[config.mk]
export PLATFORM = sky130hd
export DESIGN_NAME = fcp_core
export DESIGN_NICKNAME = d
export VERILOG_FILES = /design/src/rtl/fcp_pkg.sv /design/src/rtl/fcp_chan.sv /design/src/rtl/fcp_core.sv
export SDC_FILE = /design/constraint.sdc
export NUM_CORES = 1
export LEC_CHECK = 0
export ABC_CLOCK_PERIOD_IN_PS = 3250
export BUFFER_PORTS_ARGS = -buffer_cell sky130_fd_sc_hd__buf_2
export CELL_PAD_IN_SITES_DETAIL_PLACEMENT = 1
export CELL_PAD_IN_SITES_GLOBAL_PLACEMENT = 1
export CORE_MARGIN = 2
export CORE_UTILIZATION = 51
export CTS_BUF_LIST = sky130_fd_sc_hd__clkbuf_4
export DETAILED_ROUTE_END_ITERATION = 12
export PLACE_DENSITY = 0.79
export SKIP_LAST_GASP = 1
export SYNTH_ARGS = -nofsm -noshare
export SYNTH_HDL_FRONTEND = slang
export SYNTH_SLANG_ARGS = --single-unit
export TNS_END_PERCENT = 30
[constraint.sdc]
create_clock -name ref_clk_i -period 3.25 [get_ports ref_clk_i]
set_input_delay 0 -clock ref_clk_i [delete_from_list [all_inputs] [get_ports ref_clk_i]]
set_output_delay 0 -clock ref_clk_i [all_outputs]
set_load 0.05 [all_outputs]
[src/rtl/fcp_pkg.sv]
// Package of register offsets, field positions and reset values for the four-channel modulator
package fcp_pkg;
    // ****************************************
    // Register addresses
    // ****************************************
    localparam logic [7:0] ADDR_CHAN2_DUTY_LOW = 8'hDD;
    localparam logic [7:0] ADDR_CHAN3_DUTY_LOW = 8'hDE;
    localparam logic [7:0] ADDR_BRAKE_OUT_CTRL = 8'hDF;
    localparam logic [7:0] ADDR_MAIN_CTRL = 8'hDC;
    localparam logic [7:0] ADDR_PERIOD_LOW = 8'hD0;
    localparam logic [7:0] ADDR_PERIOD_HIGH = 8'hD1;
    localparam logic [7:0] ADDR_CHAN0_DUTY_LOW = 8'hD2;
    localparam logic [7:0] ADDR_CHAN1_DUTY_LOW = 8'hD3;
    localparam logic [7:0] ADDR_CHAN0_DUTY_HIGH = 8'hD4;
    localparam logic [7:0] ADDR_CHAN1_DUTY_HIGH = 8'hD5;
    localparam logic [7:0] ADDR_CHAN2_DUTY_HIGH = 8'hD6;
    localparam logic [7:0] ADDR_CHAN3_DUTY_HIGH = 8'hD7;

    // ****************************************
    // Main control and brake control fields
    // ****************************************
    localparam int CTRL_RUN_BIT = 7;
    localparam int CTRL_LOAD_BIT = 6;
    localparam int CTRL_UFLOW_BIT = 5;
    localparam int CTRL_CLEAR_BIT = 4;
    localparam int BRAKE_FLAG_BIT = 7;
    localparam int BRAKE_EN_BIT = 4;

    // ****************************************
    // Widths and reset values
    // ****************************************
    localparam int CNT_W = 10;
    localparam int NUM_CH = 4;
    localparam logic [7:0] REG_RESET = 8'h00;
    localparam logic [9:0] CNT_ZERO = 10'h000;
    localparam logic [9:0] CNT_RESET = 10'h000;
endpackage

[src/rtl/fcp_chan.sv]
// One modulator channel: duty compare and output polarity
`timescale 1ns/10ps
module fcp_chan
    import fcp_pkg::*;
#(
    parameter int W = CNT_W
)
(
    // Clock and reset
    input wire logic ref_clk_i,
    input wire logic srst_i,
    // Compare inputs
    input wire logic [W-1:0] count_i,
    input wire logic [W-1:0] duty_i,
    input wire logic invert_i,
    // Channel output
    output logic out_o
);

    logic out_r;
    logic cmp_nxt;

    // Compare, then apply polarity
    always_comb
    begin
        cmp_nxt = (count_i < duty_i);
    end

    always_ff @(posedge ref_clk_i)
    begin
        if (srst_i)
            out_r <= 1'b0;
        else
            out_r <= cmp_nxt ^ invert_i;
    end

    assign out_o = out_r;
endmodule

[src/rtl/fcp_core.sv]
// Four-channel 10-bit modulator with special function register port
`timescale 1ns/10ps
module fcp_core
    import fcp_pkg::*;
#(
    parameter int W = CNT_W
)
(
    // Clock and reset
    input wire logic ref_clk_i,
    input wire logic srst_i,
    // Special function register port
    input wire logic [7:0] sfr_addr_i,
    input wire logic [7:0] sfr_wdata_i,
    input wire logic sfr_wr_i,
    input wire logic sfr_rd_i,
    output logic [7:0] sfr_rdata_o,
    // Brake input and interrupt request
    input wire logic brake_i,
    output logic brake_irq_o,
    // Modulator outputs
    output logic [NUM_CH-1:0] pwm_o
);

    // ****************************************
    // Register state
    // ****************************************
    logic counter_run_r;
    logic load_req_r;
    logic underflow_flag_r;
    logic counter_clear_req_r;
    logic [NUM_CH-1:0] chan_invert_r;
    logic [7:0] brake_and_output_ctrl_r;
    logic brake_event_flag_r;
    logic [W-1:0] period_value_r;
    logic [W-1:0] channel_duty_value_r [NUM_CH];
    logic [W-1:0] cmp_r [NUM_CH];
    logic [W-1:0] cmp_period_r;
    logic [W-1:0] count_r;
    logic load_pend_r;
    logic [7:0] sfr_rdata_r;
    logic underflow;
    logic wr_main;

    assign wr_main = sfr_wr_i && (sfr_addr_i == ADDR_MAIN_CTRL);
    assign underflow = counter_run_r && (count_r == CNT_ZERO);

    // ****************************************
    // Main control register
    // ****************************************
    always_ff @(posedge ref_clk_i)
    begin
        if (srst_i)
        begin
            counter_run_r <= 1'b0;
            chan_invert_r <= '0;
        end
        else if (wr_main)
        begin
            counter_run_r <= sfr_wdata_i[CTRL_RUN_BIT];
            chan_invert_r <= sfr_wdata_i[NUM_CH-1:0];
        end
    end

    // Load request lasts one cycle, held pending until underflow
    always_ff @(posedge ref_clk_i)
    begin
        if (srst_i)
        begin
            load_req_r <= 1'b0;
            load_pend_r <= 1'b0;
        end
        else
        begin
            load_req_r <= wr_main && sfr_wdata_i[CTRL_LOAD_BIT];
            if (load_req_r)
                load_pend_r <= 1'b1;
            else if (underflow)
                load_pend_r <= 1'b0;
        end
    end

    // Underflow flag: set wins over software clear
    always_ff @(posedge ref_clk_i)
    begin
        if (srst_i)
            underflow_flag_r <= 1'b0;
        else if (underflow)
            underflow_flag_r <= 1'b1;
        else if (wr_main && !sfr_wdata_i[CTRL_UFLOW_BIT])
            underflow_flag_r <= 1'b0;
    end

    always_ff @(posedge ref_clk_i)
    begin
        if (srst_i)
            counter_clear_req_r <= 1'b0;
        else
            counter_clear_req_r <= wr_main && sfr_wdata_i[CTRL_CLEAR_BIT];
    end

    // ****************************************
    // Period and duty holding registers
    // ****************************************
    always_ff @(posedge ref_clk_i)
    begin
        if (srst_i)
        begin
            period_value_r <= CNT_RESET;
            for (int i = 0; i < NUM_CH; i++)
                channel_duty_value_r[i] <= CNT_RESET;
        end
        else if (sfr_wr_i)
        begin
            case (sfr_addr_i)
                ADDR_PERIOD_LOW: period_value_r[7:0] <= sfr_wdata_i;
                ADDR_PERIOD_HIGH: period_value_r[W-1:8] <= sfr_wdata_i[W-9:0];
                ADDR_CHAN0_DUTY_LOW: channel_duty_value_r[0][7:0] <= sfr_wdata_i;
                ADDR_CHAN1_DUTY_LOW: channel_duty_value_r[1][7:0] <= sfr_wdata_i;
                ADDR_CHAN2_DUTY_LOW: channel_duty_value_r[2][7:0] <= sfr_wdata_i;
                ADDR_CHAN3_DUTY_LOW: channel_duty_value_r[3][7:0] <= sfr_wdata_i;
                ADDR_CHAN0_DUTY_HIGH: channel_duty_value_r[0][W-1:8] <= sfr_wdata_i[W-9:0];
                ADDR_CHAN1_DUTY_HIGH: channel_duty_value_r[1][W-1:8] <= sfr_wdata_i[W-9:0];
                ADDR_CHAN2_DUTY_HIGH: channel_duty_value_r[2][W-1:8] <= sfr_wdata_i[W-9:0];
                ADDR_CHAN3_DUTY_HIGH: channel_duty_value_r[3][W-1:8] <= sfr_wdata_i[W-9:0];
                default: ;
            endcase
        end
    end

    // ****************************************
    // Brake control and flag
    // ****************************************
    always_ff @(posedge ref_clk_i)
    begin
        if (srst_i)
            brake_and_output_ctrl_r <= REG_RESET;
        else if (sfr_wr_i && (sfr_addr_i == ADDR_BRAKE_OUT_CTRL))
            brake_and_output_ctrl_r <= sfr_wdata_i;
    end

    always_ff @(posedge ref_clk_i)
    begin
        if (srst_i)
            brake_event_flag_r <= 1'b0;
        else if (brake_i && brake_and_output_ctrl_r[BRAKE_EN_BIT])
            brake_event_flag_r <= 1'b1;
        else if (sfr_wr_i && (sfr_addr_i == ADDR_BRAKE_OUT_CTRL) && !sfr_wdata_i[BRAKE_FLAG_BIT])
            brake_event_flag_r <= 1'b0;
    end

    assign brake_irq_o = brake_event_flag_r;

    // ****************************************
    // Shared down counter and compare load
    // ****************************************
    always_ff @(posedge ref_clk_i)
    begin
        if (srst_i)
            count_r <= CNT_RESET;
        else if (counter_clear_req_r)
            count_r <= CNT_ZERO;
        else if (underflow)
            count_r <= load_pend_r ? period_value_r : cmp_period_r;
        else if (counter_run_r)
            count_r <= count_r - 1'b1;
    end

    always_ff @(posedge ref_clk_i)
    begin
        if (srst_i)
        begin
            cmp_period_r <= CNT_RESET;
            for (int i = 0; i < NUM_CH; i++)
                cmp_r[i] <= CNT_RESET;
        end
        else if (underflow && load_pend_r)
        begin
            cmp_period_r <= period_value_r;
            for (int i = 0; i < NUM_CH; i++)
                cmp_r[i] <= channel_duty_value_r[i];
        end
    end

    // ****************************************
    // Channels
    // ****************************************
    genvar g;
    generate
        for (g = 0; g < NUM_CH; g++)
        begin : g_chan
            fcp_chan #(
                .W(W)
            ) u_chan (
                .ref_clk_i(ref_clk_i),
                .srst_i(srst_i),
                .count_i(count_r),
                .duty_i(cmp_r[g]),
                .invert_i(chan_invert_r[g]),
                .out_o(pwm_o[g])
            );
        end
    endgenerate

    // ****************************************
    // Read data
    // ****************************************
    always_ff @(posedge ref_clk_i)
    begin
        if (srst_i)
            sfr_rdata_r <= REG_RESET;
        else if (sfr_rd_i)
        begin
            case (sfr_addr_i)
                ADDR_MAIN_CTRL: sfr_rdata_r <= {counter_run_r, load_req_r, underflow_flag_r,
                    counter_clear_req_r, chan_invert_r};
                ADDR_PERIOD_LOW: sfr_rdata_r <= period_value_r[7:0];
                ADDR_PERIOD_HIGH: sfr_rdata_r <= {6'h00, period_value_r[W-1:8]};
                ADDR_CHAN0_DUTY_LOW: sfr_rdata_r <= channel_duty_value_r[0][7:0];
                ADDR_CHAN1_DUTY_LOW: sfr_rdata_r <= channel_duty_value_r[1][7:0];
                ADDR_CHAN2_DUTY_LOW: sfr_rdata_r <= channel_duty_value_r[2][7:0];
                ADDR_CHAN3_DUTY_LOW: sfr_rdata_r <= channel_duty_value_r[3][7:0];
                ADDR_CHAN0_DUTY_HIGH: sfr_rdata_r <= {6'h00, channel_duty_value_r[0][W-1:8]};
                ADDR_CHAN1_DUTY_HIGH: sfr_rdata_r <= {6'h00, channel_duty_value_r[1][W-1:8]};
                ADDR_CHAN2_DUTY_HIGH: sfr_rdata_r <= {6'h00, channel_duty_value_r[2][W-1:8]};
                ADDR_CHAN3_DUTY_HIGH: sfr_rdata_r <= {6'h00, channel_duty_value_r[3][W-1:8]};
                ADDR_BRAKE_OUT_CTRL: sfr_rdata_r <= {brake_event_flag_r, brake_and_output_ctrl_r[6:0]};
                default: sfr_rdata_r <= REG_RESET;
            endcase
        end
    end

    assign sfr_rdata_o = sfr_rdata_r;
endmodule

# Word level (Yosys, flattened, before mapping)
# Memories as Yosys holds them, arrays and structs flattened.
# Cells that the tools add are included.
dict set report word_totals {
  memories 2
  mem_bits_rw 80
  regBits 59
  wordCells 130
}
# name depth width rd rd_ports_with_merged_regs write_ports line_no
set memory_table {}
lappend memory_table {channel_duty_value_r 4 10 4 0 4 fcp_core.sv:36} ;# logic [W-1:0] channel_duty_value_r [NUM_CH];
lappend memory_table {cmp_r 4 10 4 0 4 fcp_core.sv:37} ;# logic [W-1:0] cmp_r [NUM_CH];
dict set report classes {
  mux 59
  order_cmp 4
  add_sub_neg 1
  bitwise_logic 16
  eq_ne 12
  reduce_logical 19
}
# cell count
set op_table {}
lappend op_table {{$eq 8x8->1 const B} 12}
lappend op_table {{$pmux 8 s12} 1}
lappend op_table {{$mux 10} 7}
lappend op_table {{$mux 1} 43}
lappend op_table {{$lt 10x10->1} 4}
lappend op_table {{$mux 8} 4}
lappend op_table {{$or 1x1->1} 12}
lappend op_table {{$logic_not 10->1} 1}
lappend op_table {{$sub 10x1->10 const B} 1}
lappend op_table {{$logic_and 1x1->1} 9}
lappend op_table {{$mux 2} 4}
lappend op_table {{$reduce_bool 2->1} 4}
lappend op_table {{$reduce_and 2->1} 2}
lappend op_table {{$xor 1x1->1} 4}
lappend op_table {{$logic_not 1->1} 2}
lappend op_table {{$reduce_or 2->1} 1}

# Logic depth before layout (Yosys ltp)
# Gate-level depths: netlist of the first run.
dict set report logic_depth {
  word_depth 7
  ltp_mapped 8
  depth_no_buf 7
}

# Modules after synthesis
# Synthesis of the first run repeated with hierarchy kept, for this count alone.
dict set report unflattened {
  cells_unflattened 667
  area_unflattened_um2 7194.4
}
# module instances area_each_um2 cells_each seq_area_each_um2
set by_module_without_submodules {}
lappend by_module_without_submodules {fcp_core 1 6083.3 527 3503.4}
lappend by_module_without_submodules {fcp_chan 4 277.8 35 20.0}

# Worst setup path after synthesis of the first run
# No wires, ideal clock.
dict set report synth_timing {
  path_type {flip-flop to flip-flop}
  from {reg count_r[1]}
  to {mem cmp_r[0][0] (netlist name), enable pin}
  required_ns 2.720
  path_buffers 2
  path_stages_with_launch 8
  arrival_ns 2.121
  path_slack_ns 0.599
  setup_time_ns 0.530
  synth_period_minus_slack_ns 2.651
  path_cell_list {dfxtp_1 inv_1 ha_1 and4b_1 buf_4 nand2_2 clkbuf_1 nand2_1}
}
# item line_no
set synth_lines {}
lappend synth_lines {{from (decl)} fcp_core.sv:39} ;# logic [W-1:0] count_r;
lappend synth_lines {{from (signal assigned)} fcp_core.sv:164} ;# count_r <= load_pend_r ? period_value_r : cmp_period_r;
lappend synth_lines {{from (signal assigned)} fcp_core.sv:166} ;# count_r <= count_r - 1'b1;
lappend synth_lines {{to (decl)} fcp_core.sv:37}

==> impl_metrics.yaml, run 1 <==
clock_tree:
  cts_tree: "yes"
  clock_path_buffers: 2
  cts_root_buf: "clkbuf_4"
  htree_levels: 4
  clkSinkCount: 139
  cts_made_buffers: 17
  cts_resized: 0
  cts_hold_buf: 15
  clk_pin_slew_ps: 120
  insertion_delay_ps: 550
  post-cts-setup-buffers: 0
layout:
  seq_area_sq_um: 3580
  layout_commonest_cell: "edfxtp_1"
  syn_to_final_growth_pct: 10.3
  instances_no_fill: 903
  multiInputGateArea_sq_um: 3080
  fin_nets: 772
  finish.instance_area_sq_um: 7720
  n_fill_cell: 1475
  final_cell_mix: "edfxtp_1 (80), and2_1 (67), dfxtp_1 (59)"
  finish.utilization: 0.579
  drive_gt1_frac: 0.135
sta:
  worst_pin_slew_ps: 1110
  setup_tns_ps: 0
  clock_skew_ps: 19.6
  fin_crit_ps: 2460
  rsz0062_at_grt: "no"
  relSlewSlack: 0.252
  hold_violations: 0
  setup_violations: 0
  period_share: 0.757
  holdWs_ps: 50.9
  worst_slack_ps: 789
  fmax_ghz: 0.406
  finalMaxSlewViolations: 0
place:
  dp_hpwl_um: 15500
  post-place-ws_ps: 851
  place_inst: 855
  placed_cell_area_sq_um: 7300
  gp_congestion: 0.830
  io_buffers: 33
routing:
  wl_um: 20900
  dr.first_iter.drc_count: 406
  vias_per_cell: 6.10
  vias: 5511
  drcViolationCount: 0
  first_pass_iters: 6
  wire_per_inst_um: 23.2
  ant_nets: 0
worst_setup_path:
  endpoint_kind: "flip-flop"
  slowest_stage: "dfxtp_1"
  r2r_slack_ps: 790
  crit_type: "flip-flop to flip-flop"
  crit_chain: "nor4b_2 -> and4b_1 -> nand2_2 -> nand2_1 -> buf_4"
  critical_path_required_ps: 3440
  start_kind: "flip-flop"
  cp_max_fo: 40
  rr_worst_depth: 5
  cp_data_arrival_time_ps: 2650
  max_stage_delay_ps: 630
die:
  die-area_sq_um: 14700
  floorplan.initialDensity: 0.525
  core_area_sq_um: 13300
  rows: 42
  dieHeight_um: 121
  ios: 34
  die_x_um: 121
power:
  finalPower_mw: 3.25
  p_leak_nw: 3.10
  power.density_nw_per_um2: 421
  ir_drop_mv: 0.260
synthesis:
  async_reset_ff_frac: 0
  synth_edf_count: 80
  synthCells: 669
  ys_ff_latch: 139
  ys.flop_type: "edfxtp_1"
  yosys.area.top_type: "edfxtp_1"
  synth_cell_types: 56
  synth-seq-area-share: 0.512
  postSynthAreaPerCell_sq_um: 10.5
  syn_area_sq_um: 7000
  synthTopCellsByArea: "edfxtp_1 (34%), dfxtp_1 (17%), ha_1 (6.8%)"
  synthesis.nets: 728
  synth_top_cell_area_share: 0.343
  synth_warnings: 0
global_route:
  grt_pass1_wl_um: 32600
  grt_max_degree: 57
  grt.total_usage: 0.299
  grt-ovfl-total: 0
  antenna_found_initial: 2
  grt_pass1_vias: 5791
hold_path:
  hold_depth: 4
  min_path_type: "input pin to flip-flop"
run:
  drv_cap: 0
outcome:
  status: "finished, final reports clean"
-- final cells by class --
type	instances	area share
diodes	1	0.000324
well taps	176	0.0285
repair buffers	61	0.0535
clock inverters	13	0.0162
clock buffers	19	0.0185
inverters	42	0.0204
multi-input cells	452	0.399
flip-flops and latches	139	0.464
-- Yosys cell counts, drive strengths merged (3+ instances only) --
cell type	n
nand4	4
o21ai	28
a22o	13
a21o	12
a21oi	38
dfxtp	59
and3	5
a221oi	4
mux2	9
nor3b	3
inv	42
nor2	33
a22oi	13
nor4b	3
a31oi	8
edfxtp	80
nor3	12
and4	3
ha	38
nand2	58
nor2b	6
a211oi	5
mux2i	24
o31ai	5
clkbuf	12
and2	67
nand3	22
nand2b	7
buf	24
-- worst max-delay path: cells and delay by family (launching register included) --
kind / cells / cell delay (ps)
flip-flops: 1 / 630
AND/OR/NAND/NOR: 4 / 1020
buffers and inverters: 1 / 440
-- where the power goes --
| part | switching (mW) | leakage [nW] | internal [mW] | total (mW) |
|---|---|---|---|---|
| Sequential | 0.0326 | 1.27 | 1.90 | 1.93 |
| Combinational | 0.143 | 1.67 | 0.0676 | 0.210 |
| Clock | 0.642 | 0.158 | 0.468 | 1.11 |
-- kinds of logic after synthesis --
group / count (synthesis) / share of synthesized area
adder cells (fa/ha/maj): 38 / 0.0679
buffers and inverters: 78 / 0.0484
XOR/XNOR: 1 / 0.00125
flip-flops: 139 / 0.512
multiplexers: 35 / 0.0552
AND/OR/NAND/NOR: 236 / 0.183
AO/OA/AOI/OAI: 142 / 0.133
-- final timing paths --
kind | from | endpoint
setup reg to reg | counter_run_r | cmp_r[3][6]
hold reg to reg | cmp_period_r[1] | cmp_period_r[1]
hold / removal | sfr_addr_i[3] | sfr_rdata_o[3]
setup / recovery | counter_run_r | cmp_r[3][6]
-- layer usage --
metal	routed length (um)	track usage	share of wire	vias to the layer above
met5	0	0	0	-
met1	8810	0.380	0.42	2715
li1	-	-	-	2506
met2	9910	0.486	0.47	234
met3	1390	0.0616	0.066	56
met4	805	0.152	0.038	0
-- state kept, by name, summed over array words and instances, names as in the netlist --
name	flops
brake_and_output_ctrl_r	7
counter_run_r	1
load_req_r	1
period_value_r	10
g_chan.u_chan.out_o	4
sfr_rdata_o	8
chan_invert_r	4
brake_irq_o	1
cmp_period_r	10
cmp_r	40
underflow_flag_r	1
channel_duty_value_r	40
count_r	10
counter_clear_req_r	1
load_pend_r	1
Note: power is estimated with default switching activity, not from simulation.
==> run 2: changes to the inputs <==
- ABC_CLOCK_PERIOD_IN_PS: 3250 -> 2250
- CORE_UTILIZATION: 51 -> 46
- PLACE_DENSITY: 0.79 -> 0.75
- clock period: 3.25 -> 2.25 ns (I/O delays scaled with it)
==> run 2 against run 1 <==
  * Via count shrank 1.0%
  * Setup slack lost 640 ps
  * Wire length fell by 1.9%
  * Sequential share of layout area fell by 0.91 points
  * Cell count rose by 2.5%
  * Global-route usage shrank 3.1 points
  * Utilization shrank 5.4 points
  * Combinational power up 47%
  * Clock power up 57%
  * Critical path type unchanged
  * Largest cell class unchanged
==> impl_metrics.yaml, run 2 (same netlist as run 1, synthesis figures left out) <==
clock_tree:
  cts_root_buf: "clkbuf_4"
  cts_tree: "yes"
  insertion_delay_ps: 570
  clk_pin_slew_ps: 120
  cts_made_buffers: 17
  htree_levels: 4
  clock_path_buffers: 2
  clkSinkCount: 139
die:
  rows: 45
  ios: 34
  die_x_um: 127
  dieHeight_um: 127
  core_area_sq_um: 15000
  die-area_sq_um: 16200
  floorplan.initialDensity: 0.466
routing:
  wl_um: 20500
  dr.first_iter.drc_count: 293
  vias: 5454
  vias_per_cell: 5.89
  wire_per_inst_um: 22.2
  drcViolationCount: 0
  ant_nets: 0
  first_pass_iters: 5
layout:
  instances_no_fill: 926
  reg_top3: "channel_duty_value_r: 40 flops, cmp_r: 40 flops"
  drive_gt1_frac: 0.149
  final_cell_mix: "edfxtp_1 (80), and2_1 (67), dfxtp_1 (58)"
  syn_to_final_growth_pct: 12.6
  finish.instance_area_sq_um: 7880
  layout_commonest_cell: "edfxtp_1"
  finish.utilization: 0.524
  fin_nets: 782
worst_setup_path:
  crit_start: "count_r[9]"
  endpoint_kind: "flip-flop"
  rr_worst_depth: 6
  critical_path_required_ps: 2710
  start_kind: "flip-flop"
  r2r_start: "count_r[9]"
  crit_type: "flip-flop to flip-flop"
  crit_chain: "ha_1 -> a21oi_1 -> o21ai_0 -> or4_1 -> a21o_1 -> o311ai_0"
  cp_data_arrival_time_ps: 2560
  cp_max_fo: 7
  max_stage_delay_ps: 600
  slowest_stage: "dfxtp_1"
  r2r_slack_ps: 140
global_route:
  grt.total_usage: 0.269
  grt_pass1_vias: 5847
  grt_max_degree: 57
  antenna_found_initial: 1
  grt_pass1_wl_um: 32700
  grt-ovfl-total: 0
sta:
  rsz0062_at_grt: "no"
  hold_violations: 0
  setup_violations: 0
  worst_pin_slew_ps: 782
  relSlewSlack: 0.475
  finalMaxSlewViolations: 0
  period_share: 0.936
  worst_slack_ps: 144
  fmax_ghz: 0.475
  clock_skew_ps: 10.7
  fin_crit_ps: 2110
  setup_tns_ps: 0
place:
  gp_congestion: 0.844
  io_buffers: 33
  dp_hpwl_um: 15500
  place_inst: 878
  placed_cell_area_sq_um: 7430
  post-place-ws_ps: 126
outcome:
  status: "finished, final reports clean"
power:
  ir_drop_mv: 0.330
  power.density_nw_per_um2: 614
  p_leak_nw: 3.15
hold_path:
  min_path_type: "input pin to flip-flop"
  hold_path.startpoint: "sfr_addr_i[4]"
  hold_depth: 5
run:
  drv_cap: 0
[run 2: worst max-delay path: cells and delay by family, from the launching register on]
family | cells | cell delay, ps
AND/OR/NAND/NOR | 1 | 460
AO/OA/AOI/OAI | 4 | 580
flip-flops | 1 | 600
adder cells (fa/ha/maj) | 1 | 350
[run 2: layer usage]
layer,global-route usage,vias to the layer above,wire [um]
li1,-,2534,-
met1,0.344,2700,8980
met2,0.439,169,9760
met3,0.0423,51,884
met4,0.143,0,906
met5,0,-,0
[run 2: area by class of cell]
class / instances / area [sq um]
tap: 188 / 235
multi-input combinational: 452 / 3090
clock inverter: 15 / 174
antenna: 2 / 5.00
sequential: 139 / 3580
clock buffer: 17 / 128
fill: 1663 / 7150
inverter: 42 / 158
timing repair buffer: 71 / 510
[run 2: worst paths after layout]
kind	to
max	g_chan[0].u_chan.out_o
min	sfr_rdata_o[0]
max reg2reg	g_chan[0].u_chan.out_o
min reg2reg	cmp_period_r[1]
[run 2: through the flow]
| step | total power, mW | hold slack, ps |
|---|---|---|
| 2_1_floorplan | 2.99 | 136 |
| 5_1_grt | 5.00 | 110 |
| 6_report | 4.84 | 73.5 |
| 3_5_place_dp | 3.13 | 282 |
| 4_1_cts | 4.87 | 15.7 |
| 3_3_place_gp | 3.12 | 258 |
[run 2: power breakdown]
group	internal (mW)	switching, mW	leakage, nW	total [mW]
combinational	0.103	0.205	1.73	0.308
clock	0.767	0.976	0.152	1.74
sequential	2.75	0.0402	1.27	2.79
total	3.62	1.22	3.15	4.84
[run 2: timing repair]
action / 4_1_cts / 5_1_grt
resized for setup: 0 / 1
endpoints found under the hold margin: 83 / 0
setup buffers: 0 / 0
hold buffers: 14 / 0
setup endpoints to repair: 0 / 2
==> run 3: changes to the inputs <==
- BUFFER_PORTS_ARGS: -buffer_cell sky130_fd_sc_hd__buf_2 -> unset
- CORE_UTILIZATION: 46 -> 48
- DONT_BUFFER_PORTS: unset -> 1
- PLACE_DENSITY: 0.75 -> 0.76
==> run 3 against run 2 <==
  * The flow now finishes with violations (setup timing)
  * Maximum frequency decreased by 9.7%
  * Wire length is 3.8% higher
  * Non-clock buffer count shrank 15
  * Die area down 4.0%
  * Sequential power about the same
  * Total power fell by 7.7%
  * Flip-flop and latch count did not move
  * Design area shrank 0.83%
  * Register-to-register slack worse by 130 ps
  * Via count is 0.73% higher
  * Global-route usage increased by 1.2 points
  * Critical path depth did not move
  * Critical path type is now input pin to flip-flop
  * Largest cell class unchanged
  * Largest power group unchanged
==> impl_metrics.yaml, run 3 (same netlist as run 1, synthesis figures left out) <==
sta:
  rsz0062_at_grt: "yes"
  fin_crit_ps: 2330
  finalMaxSlewViolations: 0
  setup_violations: 2
  worst_pin_slew_ps: 677
  hold_violations: 0
  worst_slack_ps: -82.0
  clock_skew_ps: 26.3
  fmax_ghz: 0.429
  period_share: 1.04
  relSlewSlack: 0.547
power:
  internal-power_mw: 3.33
  switchingPower_mw: 1.14
  power.density_nw_per_um2: 571
  comb_power_share: 0.062
  ir_drop_mv: 0.345
  p_leak_nw: 3.09
  power_frac_clock: 0.309
  p_sw_frac: 0.255
  pwr-share-seq: 0.629
routing:
  dr.first_iter.drc_count: 354
  wl_um: 21300
  vias: 5494
  drcViolationCount: 0
  vias_per_cell: 6.06
  ant_nets: 0
  wire_per_inst_um: 23.5
  first_pass_iters: 5
global_route:
  grt.total_usage: 0.281
  grt_pass1_wl_um: 33300
  antenna_found_initial: 0
  grt_max_degree: 58
  grt_pass1_vias: 5764
  grt-ovfl-total: 0
layout:
  drive_gt1_frac: 0.107
  fin_nets: 768
  syn_to_final_growth_pct: 11.6
  n_antenna_cell: 0
  final_cell_mix: "edfxtp_1 (80), and2_1 (67), dfxtp_1 (59)"
  reg_top3: "channel_duty_value_r: 40 flops, cmp_r: 40 flops"
  layout_commonest_cell: "edfxtp_1"
  finish.utilization: 0.544
outcome:
  status: "finished with violations"
  violations: "setup timing"
clock_tree:
  post-cts-setup-buffers: 0
  clock_path_buffers: 2
  cts_made_buffers: 17
  clkSinkCount: 139
  clk_pin_slew_ps: 110
  cts_tree: "yes"
  htree_levels: 4
  insertion_delay_ps: 560
  cts_root_buf: "clkbuf_4"
worst_setup_path:
  crit_type: "input pin to flip-flop"
  cp_max_fo: 10
  crit_start: "sfr_wr_i"
  r2r_start: "count_r[4]"
  cp_data_arrival_time_ps: 2770
  start_kind: "input pin"
  critical_path_required_ps: 2690
  endpoint_kind: "flip-flop"
hold_path:
  hold_path.startpoint: "sfr_wr_i"
  min_path_type: "input pin to flip-flop"
die:
  die_x_um: 125
  dieHeight_um: 125
  ios: 34
  die-area_sq_um: 15600
  floorplan.initialDensity: 0.487
  rows: 44
  core_area_sq_um: 14400
place:
  dp_hpwl_um: 14900
  io_buffers: 0
  post-place-ws_ps: 85.4
  gp_congestion: 0.875
run:
  drv_cap: 0
## run 3: repair_timing
action                     CTS  global route
hold buffers                33             0
hold endpoints to repair   171             0
setup endpoints to repair    0            43
resized for setup            0             0
## run 3: through the flow
stage               power [mW]  hold WS [ps]  setup TNS, ps  cells  instance area [sq um]
finish                    4.46          31.1           -111    906                   7820
global route              4.60          30.1          -3100    906                   7820
CTS                       4.46          3.99              0    905                   7810
detailed placement        3.05          86.5              0    840                   7240
global placement          3.04          84.3              0    840                   7240
floorplan                 2.99           136              0    669                   7010
## run 3: area by class of cell
class	count	area [sq um]
clock buffers	22	165
clock inverters	10	53.8
fillers	1582	6550
inverters	42	158
multi-input cells	453	3090
flip-flops and latches	139	3580
well taps	184	230
repair buffers	56	533
## run 3: routing by layer
layer	track usage	share of wire
met1	0.350	0.42
met2	0.480	0.49
met3	0.0550	0.056
met4	0.112	0.034
met5	0	0
## run 3: worst paths after layout
path | to | slack, ps | depth (start not counted)
worst max register to register | cmp_r[2][3] | 10 | 5
worst min register to register | cmp_period_r[9] | 460 | 2
worst max-delay path | chan_invert_r[0] | -80 | 6
worst min-delay path | period_value_r[0] | 30 | 3
## run 3: power groups by stage
stage	Sequential [mW]	Combinational, mW	Clock [mW]
2_1_floorplan	2.82	0.171	0
3_3_place_gp	2.86	0.180	0
3_5_place_dp	2.87	0.187	0
4_1_cts	2.81	0.270	1.38
5_1_grt	2.82	0.296	1.49
6_report	2.81	0.277	1.38
## run 3: critical path, cell delays in order
cell           delay [ps]
dlygate4sd3_1         900
nand3_2               400
mux2i_1               280
dlygate4sd3_1         570
nor2_1                 40
dlygate4sd3_1         570
